[src/scr_pkg.sv]
// constants and types shared by the serial channel register block
package scr_pkg;
    localparam int SCR_NCH = 3;
    localparam int SCR_AW = 14;
    localparam int SCR_RXW = 9;
    localparam int SCR_FIFO_DEPTH = 16;
    // -----------------------------------------------------------------
    // register indices; byte address is four times the index
    // -----------------------------------------------------------------
    localparam logic [2:0][11:0] SCR_CR_IDX = {12'h211, 12'h209, 12'h201};
    localparam logic [2:0][11:0] SCR_M0_IDX = {12'h212, 12'h20a, 12'h202};
    localparam logic [2:0][11:0] SCR_M1_IDX = {12'h215, 12'h20d, 12'h205};
    localparam logic [7:0] SCR_RESET_BYTE = 8'h00;
    // -----------------------------------------------------------------
    // control_status fields
    // -----------------------------------------------------------------
    localparam int SCR_CR_NINTH = 7;
    localparam int SCR_CR_EVEN = 6;
    localparam int SCR_CR_PE = 5;
    localparam int SCR_CR_OVR = 4;
    localparam int SCR_CR_PAR = 3;
    localparam int SCR_CR_FRM = 2;
    localparam int SCR_CR_EDGE = 1;
    localparam int SCR_CR_SRC = 0;
    // software may write only even, parity enable, edge and clock source
    localparam logic [7:0] SCR_CR_WMASK = 8'h63;
    // write-only parity enable and clock source read back as zero
    localparam logic [7:0] SCR_CR_RMASK = 8'hde;
    localparam logic [7:0] SCR_CR_ERRS = 8'h1c;
    // -----------------------------------------------------------------
    // mode fields
    // -----------------------------------------------------------------
    localparam int SCR_M0_TX9 = 7;
    localparam int SCR_M0_FLOW = 6;
    localparam int SCR_M0_RXE = 5;
    localparam int SCR_M0_WU = 4;
    localparam int SCR_M0_FMT = 2;
    localparam int SCR_M0_CLK = 0;
    localparam int SCR_M1_IDLE = 7;
    localparam int SCR_M1_FDX = 6;
    localparam logic [7:0] SCR_M1_MASK = 8'hc0;
    localparam logic [1:0] SCR_FMT_SHIFT = 2'h0;
    localparam logic [1:0] SCR_FMT_7 = 2'h1;
    localparam logic [1:0] SCR_FMT_8 = 2'h2;
    localparam logic [1:0] SCR_FMT_9 = 2'h3;
    localparam logic [1:0] SCR_CLK_TIMER = 2'h0;
    localparam logic [1:0] SCR_CLK_BRG = 2'h1;
    localparam logic [1:0] SCR_CLK_SYS = 2'h2;
    localparam logic [1:0] SCR_CLK_EXT = 2'h3;
    localparam logic [1:0] SCR_RESP_OKAY = 2'h0;
    localparam logic [1:0] SCR_RESP_SLVERR = 2'h2;
    typedef enum logic [1:0] {SCR_IDLE = 2'b01, SCR_RESP = 2'b10} scr_bus_e;
    function automatic logic [SCR_AW-1:0] scr_addr(input logic [11:0] idx);
        scr_addr = {idx, 2'b00};
    endfunction
endpackage

[src/scr_top.sv]
// serial channel control registers with receive word buffers
//
// Implementation choice: the AXI4-Lite register port.
`timescale 1ns/100ps

// --------------------
// receive word buffer
// --------------------
module scr_fifo
#(
    parameter int W = scr_pkg::SCR_RXW,
    parameter int D = scr_pkg::SCR_FIFO_DEPTH
)
(
    input wire logic MCLK,
    input wire logic RST_N,
    input wire logic in_valid,
    output logic in_ready,
    input wire logic [W-1:0] in_data,
    output logic out_valid,
    input wire logic out_ready,
    output logic [W-1:0] out_data
);
    localparam int PW = $clog2(D);
    localparam logic [PW:0] FULL = (PW+1)'(D);
    typedef struct packed {
        logic [D-1:0][W-1:0] mem;
        logic [PW-1:0] wp;
        logic [PW-1:0] rp;
        logic [PW:0] cnt;
        logic in_ready;
        logic out_valid;
        logic [W-1:0] out_data;
    } scr_fifo_s;
    scr_fifo_s s_r;
    scr_fifo_s s_nxt;
    logic push;
    logic pop;

    always_comb
    begin
        s_nxt = s_r;
        push = in_valid && s_r.in_ready;
        pop = out_ready && s_r.out_valid;
        if (push)
        begin
            s_nxt.mem[s_r.wp] = in_data;
            s_nxt.wp = s_r.wp + 1'b1;
        end
        if (pop)
        begin
            s_nxt.rp = s_r.rp + 1'b1;
        end
        if (push && !pop)
        begin
            s_nxt.cnt = s_r.cnt + 1'b1;
        end
        else if (pop && !push)
        begin
            s_nxt.cnt = s_r.cnt - 1'b1;
        end
        // flags and head word registered so the ports come from flops
        s_nxt.in_ready = s_nxt.cnt != FULL;
        s_nxt.out_valid = s_nxt.cnt != '0;
        s_nxt.out_data = s_nxt.mem[s_nxt.rp];
    end

    always_ff @(posedge MCLK or negedge RST_N)
    begin
        if (!RST_N)
        begin
            s_r <= '0;
        end
        else
        begin
            s_r <= s_nxt;
        end
    end

    assign in_ready = s_r.in_ready;
    assign out_valid = s_r.out_valid;
    assign out_data = s_r.out_data;
endmodule

// Contract
// - format field picks shift, 7, 8, 9-bit
// - async clock field picks timer, generator, system, pin
// - shift clock source: generator or pin
// - shift edge select: rising or falling
// - parity enable and odd or even sense
// - error flags read one once detected
// - a control read clears that channel's error flags
// - flow gate makes clear-to-send hold transmit
// - receiver enable admits or blocks frames
// - wakeup enable turns wakeup receive on
// - idle run bit and duplex select
// - 8-bit parity into ninth bits
// - stop majority zero sets framing flag
module scr_top
import scr_pkg::*;
(
    input wire logic MCLK,
    input wire logic RST_N,
    input wire logic AWVALID,
    output logic AWREADY,
    input wire logic [scr_pkg::SCR_AW-1:0] AWADDR,
    input wire logic [2:0] AWPROT,
    input wire logic WVALID,
    output logic WREADY,
    input wire logic [31:0] WDATA,
    input wire logic [3:0] WSTRB,
    output logic BVALID,
    input wire logic BREADY,
    output logic [1:0] BRESP,
    input wire logic ARVALID,
    output logic ARREADY,
    input wire logic [scr_pkg::SCR_AW-1:0] ARADDR,
    input wire logic [2:0] ARPROT,
    output logic RVALID,
    input wire logic RREADY,
    output logic [31:0] RDATA,
    output logic [1:0] RRESP,
    input wire logic [scr_pkg::SCR_NCH-1:0] CTS_N,
    input wire logic IDLE_REQ,
    input wire logic [scr_pkg::SCR_NCH-1:0] RX_FRAME,
    input wire logic [scr_pkg::SCR_NCH-1:0][8:0] RX_DATA,
    input wire logic [scr_pkg::SCR_NCH-1:0][2:0] RX_STOP,
    input wire logic [scr_pkg::SCR_NCH-1:0] TX_LOAD,
    input wire logic [scr_pkg::SCR_NCH-1:0][7:0] TX_BYTE,
    output logic [scr_pkg::SCR_NCH-1:0][8:0] RX_WORD,
    output logic [scr_pkg::SCR_NCH-1:0] RX_VALID,
    input wire logic [scr_pkg::SCR_NCH-1:0] RX_READY,
    output logic [scr_pkg::SCR_NCH-1:0][1:0] FORMAT,
    output logic [scr_pkg::SCR_NCH-1:0][1:0] CLK_SOURCE,
    output logic [scr_pkg::SCR_NCH-1:0] EDGE_FALL,
    output logic [scr_pkg::SCR_NCH-1:0] PARITY_ON,
    output logic [scr_pkg::SCR_NCH-1:0] PARITY_EVEN,
    output logic [scr_pkg::SCR_NCH-1:0] TX_ALLOW,
    output logic [scr_pkg::SCR_NCH-1:0] TX_NINTH,
    output logic [scr_pkg::SCR_NCH-1:0] RX_ON,
    output logic [scr_pkg::SCR_NCH-1:0] WAKE_ON,
    output logic [scr_pkg::SCR_NCH-1:0] RUN,
    output logic [scr_pkg::SCR_NCH-1:0] FULL_DUPLEX
);
    import scr_pkg::*;

    // --------------------
    // state
    // --------------------
    typedef struct packed {
        logic [SCR_NCH-1:0][7:0] cr;
        logic [SCR_NCH-1:0][7:0] m0;
        logic [SCR_NCH-1:0][7:0] m1;
        logic [SCR_NCH-1:0] cts_s1;
        logic [SCR_NCH-1:0] cts_s2;
        scr_bus_e wst;
        scr_bus_e rst;
        logic aw_got;
        logic w_got;
        logic [SCR_AW-1:0] waddr;
        logic [7:0] wdata;
        logic wlane;
        logic awready;
        logic wready;
        logic bvalid;
        logic [1:0] bresp;
        logic arready;
        logic rvalid;
        logic [1:0] rresp;
        logic [7:0] rdata;
        logic [SCR_NCH-1:0][1:0] fmt;
        logic [SCR_NCH-1:0][1:0] clk;
        logic [SCR_NCH-1:0] edge_fall;
        logic [SCR_NCH-1:0] par_on;
        logic [SCR_NCH-1:0] par_even;
        logic [SCR_NCH-1:0] tx_allow;
        logic [SCR_NCH-1:0] rx_on;
        logic [SCR_NCH-1:0] wake_on;
        logic [SCR_NCH-1:0] run;
        logic [SCR_NCH-1:0] fdx;
    } scr_st_s;
    scr_st_s s_r;
    scr_st_s s_nxt;
    logic [SCR_NCH-1:0] push;
    logic [SCR_NCH-1:0] fifo_ready;

    // parity bit over a byte; odd sense makes the total count odd
    function automatic logic par_of(input logic [7:0] v, input logic even);
        par_of = even ? ^v : ~^v;
    endfunction

    // --------------------
    // next state
    // --------------------
    always_comb
    begin
        logic [1:0] fmt;
        logic [8:0] d;
        logic hit;
        logic bad;
        fmt = '0;
        d = '0;
        hit = 1'b0;
        bad = 1'b0;
        s_nxt = s_r;
        push = '0;
        s_nxt.cts_s1 = CTS_N;
        s_nxt.cts_s2 = s_r.cts_s1;

        // read side: the read clears flags before any event is merged
        case (s_r.rst)
            SCR_IDLE:
            begin
                if (ARVALID && s_r.arready)
                begin
                    s_nxt.rdata = '0;
                    s_nxt.rresp = SCR_RESP_SLVERR;
                    for (int ch = 0; ch < SCR_NCH; ch++)
                    begin
                        if (ARADDR == scr_addr(SCR_CR_IDX[ch]))
                        begin
                            s_nxt.rdata = s_r.cr[ch] & SCR_CR_RMASK;
                            s_nxt.rresp = SCR_RESP_OKAY;
                            s_nxt.cr[ch] = s_r.cr[ch] & ~SCR_CR_ERRS;
                        end
                        else if (ARADDR == scr_addr(SCR_M0_IDX[ch]))
                        begin
                            s_nxt.rdata = s_r.m0[ch];
                            s_nxt.rresp = SCR_RESP_OKAY;
                        end
                        else if (ARADDR == scr_addr(SCR_M1_IDX[ch]))
                        begin
                            s_nxt.rdata = s_r.m1[ch];
                            s_nxt.rresp = SCR_RESP_OKAY;
                        end
                    end
                    s_nxt.rvalid = 1'b1;
                    s_nxt.rst = SCR_RESP;
                end
            end
            SCR_RESP:
            begin
                if (RREADY)
                begin
                    s_nxt.rvalid = 1'b0;
                    s_nxt.rst = SCR_IDLE;
                end
            end
            default:
            begin
                s_nxt.rst = SCR_IDLE;
            end
        endcase

        // write side: address and data taken in either order
        if (AWVALID && s_r.awready)
        begin
            s_nxt.aw_got = 1'b1;
            s_nxt.waddr = AWADDR;
        end
        if (WVALID && s_r.wready)
        begin
            s_nxt.w_got = 1'b1;
            s_nxt.wdata = WDATA[7:0];
            s_nxt.wlane = WSTRB[0];
        end
        case (s_r.wst)
            SCR_IDLE:
            begin
                if (s_nxt.aw_got && s_nxt.w_got)
                begin
                    for (int ch = 0; ch < SCR_NCH; ch++)
                    begin
                        if (s_nxt.waddr == scr_addr(SCR_CR_IDX[ch]))
                        begin
                            hit = 1'b1;
                            // flags and received bit are left alone
                            if (s_nxt.wlane)
                            begin
                                s_nxt.cr[ch] = (s_nxt.cr[ch] & ~SCR_CR_WMASK)
                                    | (s_nxt.wdata & SCR_CR_WMASK);
                            end
                        end
                        else if (s_nxt.waddr == scr_addr(SCR_M0_IDX[ch]))
                        begin
                            hit = 1'b1;
                            if (s_nxt.wlane)
                            begin
                                s_nxt.m0[ch] = s_nxt.wdata;
                            end
                        end
                        else if (s_nxt.waddr == scr_addr(SCR_M1_IDX[ch]))
                        begin
                            hit = 1'b1;
                            if (s_nxt.wlane)
                            begin
                                s_nxt.m1[ch] = s_nxt.wdata & SCR_M1_MASK;
                            end
                        end
                    end
                    s_nxt.bresp = hit ? SCR_RESP_OKAY : SCR_RESP_SLVERR;
                    s_nxt.bvalid = 1'b1;
                    s_nxt.aw_got = 1'b0;
                    s_nxt.w_got = 1'b0;
                    s_nxt.wst = SCR_RESP;
                end
            end
            SCR_RESP:
            begin
                if (BREADY)
                begin
                    s_nxt.bvalid = 1'b0;
                    s_nxt.wst = SCR_IDLE;
                end
            end
            default:
            begin
                s_nxt.wst = SCR_IDLE;
            end
        endcase
        s_nxt.awready = !s_nxt.aw_got && s_nxt.wst == SCR_IDLE;
        s_nxt.wready = !s_nxt.w_got && s_nxt.wst == SCR_IDLE;
        s_nxt.arready = s_nxt.rst == SCR_IDLE;

        // per channel events; they come last so a set beats a clear
        for (int ch = 0; ch < SCR_NCH; ch++)
        begin
            fmt = s_nxt.m0[ch][SCR_M0_FMT +: 2];
            d = RX_DATA[ch];
            // a transmit load after a software write wins the ninth bit
            if (TX_LOAD[ch] && fmt == SCR_FMT_8 && s_nxt.cr[ch][SCR_CR_PE])
            begin
                s_nxt.m0[ch][SCR_M0_TX9] = par_of(TX_BYTE[ch],
                    s_nxt.cr[ch][SCR_CR_EVEN]);
            end
            if (RX_FRAME[ch] && s_nxt.m0[ch][SCR_M0_RXE])
            begin
                // in 9-bit wakeup mode only address frames get through
                bad = s_nxt.m0[ch][SCR_M0_WU] && fmt == SCR_FMT_9 && !d[8];
                if (!bad)
                begin
                    push[ch] = 1'b1;
                    s_nxt.cr[ch][SCR_CR_NINTH] = d[8];
                    if (!fifo_ready[ch])
                    begin
                        s_nxt.cr[ch][SCR_CR_OVR] = 1'b1;
                    end
                    if (s_nxt.cr[ch][SCR_CR_PE] && fmt == SCR_FMT_8
                        && d[8] != par_of(d[7:0], s_nxt.cr[ch][SCR_CR_EVEN]))
                    begin
                        s_nxt.cr[ch][SCR_CR_PAR] = 1'b1;
                    end
                    if (s_nxt.cr[ch][SCR_CR_PE] && fmt == SCR_FMT_7
                        && d[7] != par_of({1'b0, d[6:0]}, s_nxt.cr[ch][SCR_CR_EVEN]))
                    begin
                        s_nxt.cr[ch][SCR_CR_PAR] = 1'b1;
                    end
                    if (fmt != SCR_FMT_SHIFT && ((!RX_STOP[ch][0] && !RX_STOP[ch][1])
                        || (!RX_STOP[ch][0] && !RX_STOP[ch][2])
                        || (!RX_STOP[ch][1] && !RX_STOP[ch][2])))
                    begin
                        s_nxt.cr[ch][SCR_CR_FRM] = 1'b1;
                    end
                end
            end
            // engine controls, all registered
            s_nxt.fmt[ch] = fmt;
            if (fmt == SCR_FMT_SHIFT)
            begin
                // the prescale limit on the generator is software's to keep
                s_nxt.clk[ch] = s_nxt.cr[ch][SCR_CR_SRC] ? SCR_CLK_EXT : SCR_CLK_BRG;
            end
            else
            begin
                s_nxt.clk[ch] = s_nxt.m0[ch][SCR_M0_CLK +: 2];
            end
            s_nxt.edge_fall[ch] = s_nxt.cr[ch][SCR_CR_EDGE];
            s_nxt.par_on[ch] = s_nxt.cr[ch][SCR_CR_PE]
                && (fmt == SCR_FMT_7 || fmt == SCR_FMT_8);
            s_nxt.par_even[ch] = s_nxt.cr[ch][SCR_CR_EVEN];
            s_nxt.tx_allow[ch] = !s_nxt.m0[ch][SCR_M0_FLOW] || !s_r.cts_s2[ch];
            s_nxt.rx_on[ch] = s_nxt.m0[ch][SCR_M0_RXE];
            s_nxt.wake_on[ch] = s_nxt.m0[ch][SCR_M0_WU];
            s_nxt.run[ch] = !IDLE_REQ || s_nxt.m1[ch][SCR_M1_IDLE];
            s_nxt.fdx[ch] = s_nxt.m1[ch][SCR_M1_FDX];
        end
    end

    always_ff @(posedge MCLK or negedge RST_N)
    begin
        if (!RST_N)
        begin
            s_r <= '0;
            s_r.wst <= SCR_IDLE;
            s_r.rst <= SCR_IDLE;
        end
        else
        begin
            s_r <= s_nxt;
        end
    end

    // --------------------
    // receive buffers; a full buffer drops the frame as an overrun
    // --------------------
    for (genvar ch = 0; ch < SCR_NCH; ch++)
    begin : g_rx
        scr_fifo #(.W(SCR_RXW), .D(SCR_FIFO_DEPTH)) u_fifo
        (
            .MCLK(MCLK),
            .RST_N(RST_N),
            .in_valid(push[ch]),
            .in_ready(fifo_ready[ch]),
            .in_data(RX_DATA[ch]),
            .out_valid(RX_VALID[ch]),
            .out_ready(RX_READY[ch]),
            .out_data(RX_WORD[ch])
        );
    end

    // --------------------
    // outputs
    // --------------------
    assign AWREADY = s_r.awready;
    assign WREADY = s_r.wready;
    assign BVALID = s_r.bvalid;
    assign BRESP = s_r.bresp;
    assign ARREADY = s_r.arready;
    assign RVALID = s_r.rvalid;
    assign RRESP = s_r.rresp;
    assign RDATA = {24'h000000, s_r.rdata};
    assign FORMAT = s_r.fmt;
    assign CLK_SOURCE = s_r.clk;
    assign EDGE_FALL = s_r.edge_fall;
    assign PARITY_ON = s_r.par_on;
    assign PARITY_EVEN = s_r.par_even;
    assign TX_ALLOW = s_r.tx_allow;
    assign RX_ON = s_r.rx_on;
    assign WAKE_ON = s_r.wake_on;
    assign RUN = s_r.run;
    assign FULL_DUPLEX = s_r.fdx;
    for (genvar ch = 0; ch < SCR_NCH; ch++)
    begin : g_tx9
        assign TX_NINTH[ch] = s_r.m0[ch][SCR_M0_TX9];
    end
endmodule

[config.mk]
export PLATFORM = sky130hd
export DESIGN_NAME = scr_top
export DESIGN_NICKNAME = d
export VERILOG_FILES = /design/src/scr_pkg.sv /design/src/scr_top.sv
export SDC_FILE = /design/constraint.sdc
export NUM_CORES = 1
export LEC_CHECK = 0
export BUFFER_PORTS_ARGS = -buffer_cell sky130_fd_sc_hd__buf_2
export CAP_MARGIN = 20
export CORE_MARGIN = 1.5
export CORE_UTILIZATION = 43
export CTS_CLUSTER_DIAMETER = 40
export CTS_CLUSTER_SIZE = 20
export DETAILED_ROUTE_END_ITERATION = 12
export SLEW_MARGIN = 20
export SYNTH_ARGS = -nofsm -noshare
export SYNTH_HDL_FRONTEND = slang
export SYNTH_SLANG_ARGS = --single-unit
export TNS_END_PERCENT = 100
[constraint.sdc]
create_clock -name MCLK -period 5.9 [get_ports MCLK]
set_input_delay 0.295 -clock MCLK [delete_from_list [all_inputs] [get_ports MCLK]]
set_output_delay 0.295 -clock MCLK [all_outputs]
set_load 0.01 [all_outputs]
==> flow_metrics.py <==
metrics = {
    "worst_setup_path": {
        "timing.setup.critical_path_class": "flop to flop",
        "critical_path.max_fanout": 16,
        "crit_path_end_kind": "flop",
        "cp_slowest_stage_delay_ps": 590,
        "critical_path.cell_chain": "nand2_1 -> nand4_1 -> nand2_1 -> nand2_2 -> nand2_1 -> a21boi_0 -> inv_1 -> ha_1 -> inv_1 -> o311a_1 -> nand2_1 -> a21oi_1 -> or2_2 -> nand2_1 -> o22ai_1 -> nor3_1 -> o21ai_0 -> o32ai_1",
        "worstPathRequired_ps": 6400,
        "cpMaxStageDelayCell": "sky130_fd_sc_hd__a21oi_1",
        "worstSetupPathDepth": 18,
        "critPathLaunchType": "flop",
        "crit_buf_inv": 2,
        "cp_data_arrival_time_ps": 5890,
        "cp_common_cell": "sky130_fd_sc_hd__nand2_1",
        "critical-path-top-delay-family": "simple AND/OR/NAND/NOR gates",
        "r2r.worst_path.cells": 18,
    },
    "die": {
        "chipWidth_um": 271,
        "io-pin-count": 260,
        "die_area_um2": 73700,
        "initial_core_util_pct": 43.4,
        "std_cell_rows": 98,
        "die_height_um": 271,
        "core_area_um2": 71400,
    },
    "pwr": {
        "power_density_nw_per_um2": 459,
        "max-vdd-ir-drop_mv": 0.228,
        "p_leak_nw": 17.1,
    },
    "routing": {
        "route.vias.total": 23100,
        "detailedRoute.firstPassIterationCount": 8,
        "vias_per_cell": 5.72,
        "post_drt_wl_per_cell_um": 21.1,
        "drc": 0,
        "drtIter0Drc": 1856,
        "antenna_left": 0,
        "routed_wirelength_mm": 85.3,
    },
    "sta": {
        "post-route-period-util_pct": 91.2,
        "totalNegativeSetupSlack_ps": 0,
        "postLayoutSetupSlackWorst_ps": 519,
        "max-slew-margin-rel_pct": 24.0,
        "setup_repair_after_global_routing_missed_its_margin": "no",
        "final_hold_viol_count": 0,
        "setup_violations": 0,
        "highest_achievable_clock_rate_mhz": 186,
        "fin_skew_ps": 21.6,
        "max_slew.worst_pin.slew_ps": 1130,
        "report.final.slew_viol_count": 0,
        "period_needed_ps": 5380,
    },
    "cts": {
        "clock_insertion_delay_at_the_later_pin_of_the_skew_report_ps": 640,
        "cts.htree.levels": 3,
        "clock_sink_count": 623,
        "cts_tree": "done",
        "ctsLongestPathBuffers": 3,
        "cts-root-buf": "sky130_fd_sc_hd__clkbuf_16",
        "cts_inserted_buffers": 89,
        "path_clk_slew_ps": 60,
    },
    "logic_synthesis": {
        "post_synth_num_cell_types": 88,
        "synthFlopType": "sky130_fd_sc_hd__dfrtp_1",
        "ys_top_cells_by_area": "sky130_fd_sc_hd__dfrtp_1, sky130_fd_sc_hd__mux2_2, sky130_fd_sc_hd__nand2_1",
        "synth_top_area_share_pct": 50.1,
        "synth-async-reset-ratio_pct": 100,
        "syn-cell-area_um2": 31000,
        "netlist.top_cell.by_area": "sky130_fd_sc_hd__dfrtp_1",
        "netlist_instances": 2875,
        "postSynthAreaPerCell_um2": 10.8,
        "yosysWarningCount": 0,
        "proportion_of_synthesized_chip_area_in_sequential_cells_pct": 50.3,
        "ys_ff_latch": 623,
        "synth_edf_count": 0,
    },
    "layout": {
        "layout.nets": 3195,
        "n_fill_cell": 6367,
        "area_overhead_vs_synth_pct": 15.7,
        "area_of_all_placed_cells_without_fillers_um2": 35800,
        "proportion_of_layout_cells_with_a_drive_suffix_above_1_pct": 28.1,
    },
    "placed_design": {
        "gp_routability_congestion": 0.880,
        "io_buffers": 200,
        "post-dp-hpwl_mm": 58.2,
        "place_area_um2": 32300,
        "preCtsSetupSlack_ps": 615,
    },
    "grt": {
        "vias_in_the_first_global_route": 23500,
        "globalRouteOverflowTotal": 0,
        "global_route_total_usage_across_every_layer_pct": 23.1,
        "antenna_found_initial": 5,
        "grt_max_degree": 166,
        "grt_pass1_wl_mm": 135,
    },
    "worst_hold_path": {
        "worstHoldPathType": "input pin to flop",
        "worstHoldPathCells": 3,
    },
    "run_status": {
        "status": "finished clean",
    },
    "run": {
        "cap_viol_max_count": 0,
    },
}
==> state kept, by name, summed over array words and instances, names as in the netlist, 2 cells and up <==
signal,cells
RDATA,8
PARITY_EVEN,2
s_nxt,3
FULL_DUPLEX,2
WAKE_ON,2
TX_ALLOW,3
s_r,70
g_rx.u_fifo.out_data,27
RUN,3
PARITY_ON,3
FORMAT,3
EDGE_FALL,2
RX_ON,2
g_rx.u_fifo.in_ready,3
g_rx.u_fifo.s_r,471
g_rx.u_fifo.out_valid,3
CLK_SOURCE,6
TX_NINTH,3
==> where the power goes <==
group          internal [mW]  switching, mW
Sequential              4.66          0.254
Combinational           2.01           3.85
Clock                   3.52           2.18
==> metrics by stage <==
stage | total power, mW | utilization, % | hold slack [ps] | std cells
after floorplan | 8.87 | - | -0.591 | 2900
after global placement | 10.7 | 45.3 | 334 | 3839
after detailed placement | 10.7 | 45.3 | 336 | 3840
after CTS | 16.5 | 50.2 | 9.48 | 4034
after global routing | 17.3 | 50.2 | 60.0 | 4036
final | 16.5 | 50.2 | 42.2 | 4037
==> worst min-delay path: cells and delay by family <==
family | cells | cell delay, ps
muxes | 1 | 170
buffers and inverters | 2 | 170
==> final timing paths <==
path | start | slack [ps] | endpoint
min reg2reg | s_nxt[84]$_DFF_PN0_ | 350 | s_r[84]$_DFF_PN0_
min | WDATA[1] | 40 | s_r[55]$_DFF_PN0_
max | AWREADY$_DFF_PN0_ | 520 | g_rx[2].u_fifo.out_data[4]$_DFF_PN0_
max reg2reg | AWREADY$_DFF_PN0_ | 520 | g_rx[2].u_fifo.out_data[4]$_DFF_PN0_
min in group asynchronous | RST_N | 290 | s_r[75]$_DFF_PN0_
max in group asynchronous | RST_N | 4130 | g_rx[1].u_fifo.s_r[100]$_DFF_PN0_
==> cell usage in the layout (no fill, tap or decap), types with 9 or more instances in the layout <==
cell type	instances
sky130_fd_sc_hd__nand4_1	15
sky130_fd_sc_hd__nand2_1	358
sky130_fd_sc_hd__conb_1	26
sky130_fd_sc_hd__dlygate4sd3_1	27
sky130_fd_sc_hd__xor2_1	14
sky130_fd_sc_hd__a21oi_1	52
sky130_fd_sc_hd__nor2_1	144
sky130_fd_sc_hd__o211ai_1	9
sky130_fd_sc_hd__nor3_1	70
sky130_fd_sc_hd__clkbuf_16	89
sky130_fd_sc_hd__clkinvlp_4	12
sky130_fd_sc_hd__a32o_1	12
sky130_fd_sc_hd__o21ai_0	179
sky130_fd_sc_hd__buf_4	50
sky130_fd_sc_hd__o32ai_1	53
sky130_fd_sc_hd__inv_6	15
sky130_fd_sc_hd__buf_2	200
sky130_fd_sc_hd__a221oi_1	20
sky130_fd_sc_hd__bufinv_16	14
sky130_fd_sc_hd__and3_1	29
sky130_fd_sc_hd__ha_1	37
sky130_fd_sc_hd__mux2_2	381
sky130_fd_sc_hd__and2_1	24
sky130_fd_sc_hd__o31ai_1	11
sky130_fd_sc_hd__inv_1	55
sky130_fd_sc_hd__o221ai_1	39
sky130_fd_sc_hd__o311a_1	10
sky130_fd_sc_hd__o22ai_1	68
sky130_fd_sc_hd__mux2i_1	42
sky130_fd_sc_hd__dfrtp_1	621
sky130_fd_sc_hd__nor4_1	9
sky130_fd_sc_hd__a22oi_1	15
sky130_fd_sc_hd__xnor2_1	67
sky130_fd_sc_hd__a31oi_1	19
sky130_fd_sc_hd__clkinv_4	9
sky130_fd_sc_hd__nand3_1	45
sky130_fd_sc_hd__clkinv_2	9
sky130_fd_sc_hd__a221o_1	9
sky130_fd_sc_hd__or2_2	15
sky130_fd_sc_hd__or3_1	19
==> routing by layer <==
metal / global-route usage (%) / routed length [µm] / part of all wire (%)
met5: 0 / 10 / 0.012
met4: 8.06 / 2310 / 2.7
met3: 3.63 / 4620 / 5.4
met2: 38.0 / 41100 / 48
met1: 30.9 / 37300 / 44
==> cell usage after synthesis (7+ instances only) <==
| master | number |
|---|---|
| sky130_fd_sc_hd__clkbuf_1 | 122 |
| sky130_fd_sc_hd__a222oi_1 | 8 |
| sky130_fd_sc_hd__a211o_1 | 7 |
| sky130_fd_sc_hd__nand2b_1 | 8 |
| sky130_fd_sc_hd__o21ai_0 | 179 |
| sky130_fd_sc_hd__a22oi_1 | 15 |
| sky130_fd_sc_hd__o32ai_1 | 53 |
| sky130_fd_sc_hd__xor2_1 | 14 |
| sky130_fd_sc_hd__nor4_1 | 9 |
| sky130_fd_sc_hd__or3_1 | 19 |
| sky130_fd_sc_hd__o31ai_1 | 11 |
| sky130_fd_sc_hd__a21oi_1 | 52 |
| sky130_fd_sc_hd__o21a_1 | 7 |
| sky130_fd_sc_hd__buf_2 | 16 |
| sky130_fd_sc_hd__clkinv_1 | 7 |
| sky130_fd_sc_hd__a21boi_0 | 7 |
| sky130_fd_sc_hd__or2_2 | 15 |
| sky130_fd_sc_hd__a211oi_1 | 7 |
| sky130_fd_sc_hd__o21ai_1 | 7 |
| sky130_fd_sc_hd__a221o_1 | 9 |
| sky130_fd_sc_hd__nand3_1 | 45 |
| sky130_fd_sc_hd__and3_1 | 30 |
| sky130_fd_sc_hd__nand4_1 | 15 |
| sky130_fd_sc_hd__nor3_1 | 70 |
| sky130_fd_sc_hd__and2_1 | 25 |
| sky130_fd_sc_hd__o221ai_1 | 39 |
| sky130_fd_sc_hd__a32o_1 | 12 |
| sky130_fd_sc_hd__nor2b_1 | 7 |
| sky130_fd_sc_hd__ha_1 | 37 |
| sky130_fd_sc_hd__nand2_1 | 358 |
| sky130_fd_sc_hd__o22ai_1 | 68 |
| sky130_fd_sc_hd__o311a_1 | 10 |
| sky130_fd_sc_hd__mux2i_1 | 43 |
| sky130_fd_sc_hd__nor2_1 | 144 |
| sky130_fd_sc_hd__xnor2_1 | 69 |
| sky130_fd_sc_hd__dfrtp_1 | 621 |
| sky130_fd_sc_hd__buf_1 | 17 |
| sky130_fd_sc_hd__a31oi_1 | 19 |
| sky130_fd_sc_hd__inv_1 | 55 |
| sky130_fd_sc_hd__buf_4 | 109 |
| sky130_fd_sc_hd__mux2_2 | 381 |
| sky130_fd_sc_hd__a22o_1 | 7 |
| sky130_fd_sc_hd__a221oi_1 | 20 |
| sky130_fd_sc_hd__o211ai_1 | 9 |
==> layout make-up <==
cell class	count	area (µm²)	share of cell area (%)
diodes	3	7.51	0.0209
clock buffers	97	2300	6.41
clock inverters	70	940	2.62
inverters	64	240	0.670
multi-input cells	1949	13900	38.7
flip-flops and latches	623	15600	43.5
well taps	950	1190	3.32
repair buffers	281	1720	4.80
==> kinds of logic (layout without fill, tap and decap cells) <==
| logic type | Yosys count | in the layout | synth area share [%] |
|---|---|---|---|
| fa+ha+maj | 40 | 40 | 1.59 |
| buf+inv | 328 | 512 | 5.36 |
| simple gates | 792 | 792 | 12.0 |
| mux | 426 | 426 | 15.3 |
| xor+xnor | 83 | 83 | 2.35 |
| other cells | 1 | 29 | 0.0121 |
| flops | 623 | 623 | 50.3 |
| compound gates | 582 | 582 | 13.0 |
==> repair_timing <==
item | in CTS | in global routing
hold endpoints to repair | 134 | 0
gates resized for setup | 0 | 2
hold buffers | 27 | 0
setup buffers | 0 | 0
setup endpoints to repair | 0 | 2
No activity file was read; power rests on OpenSTA's default activity.
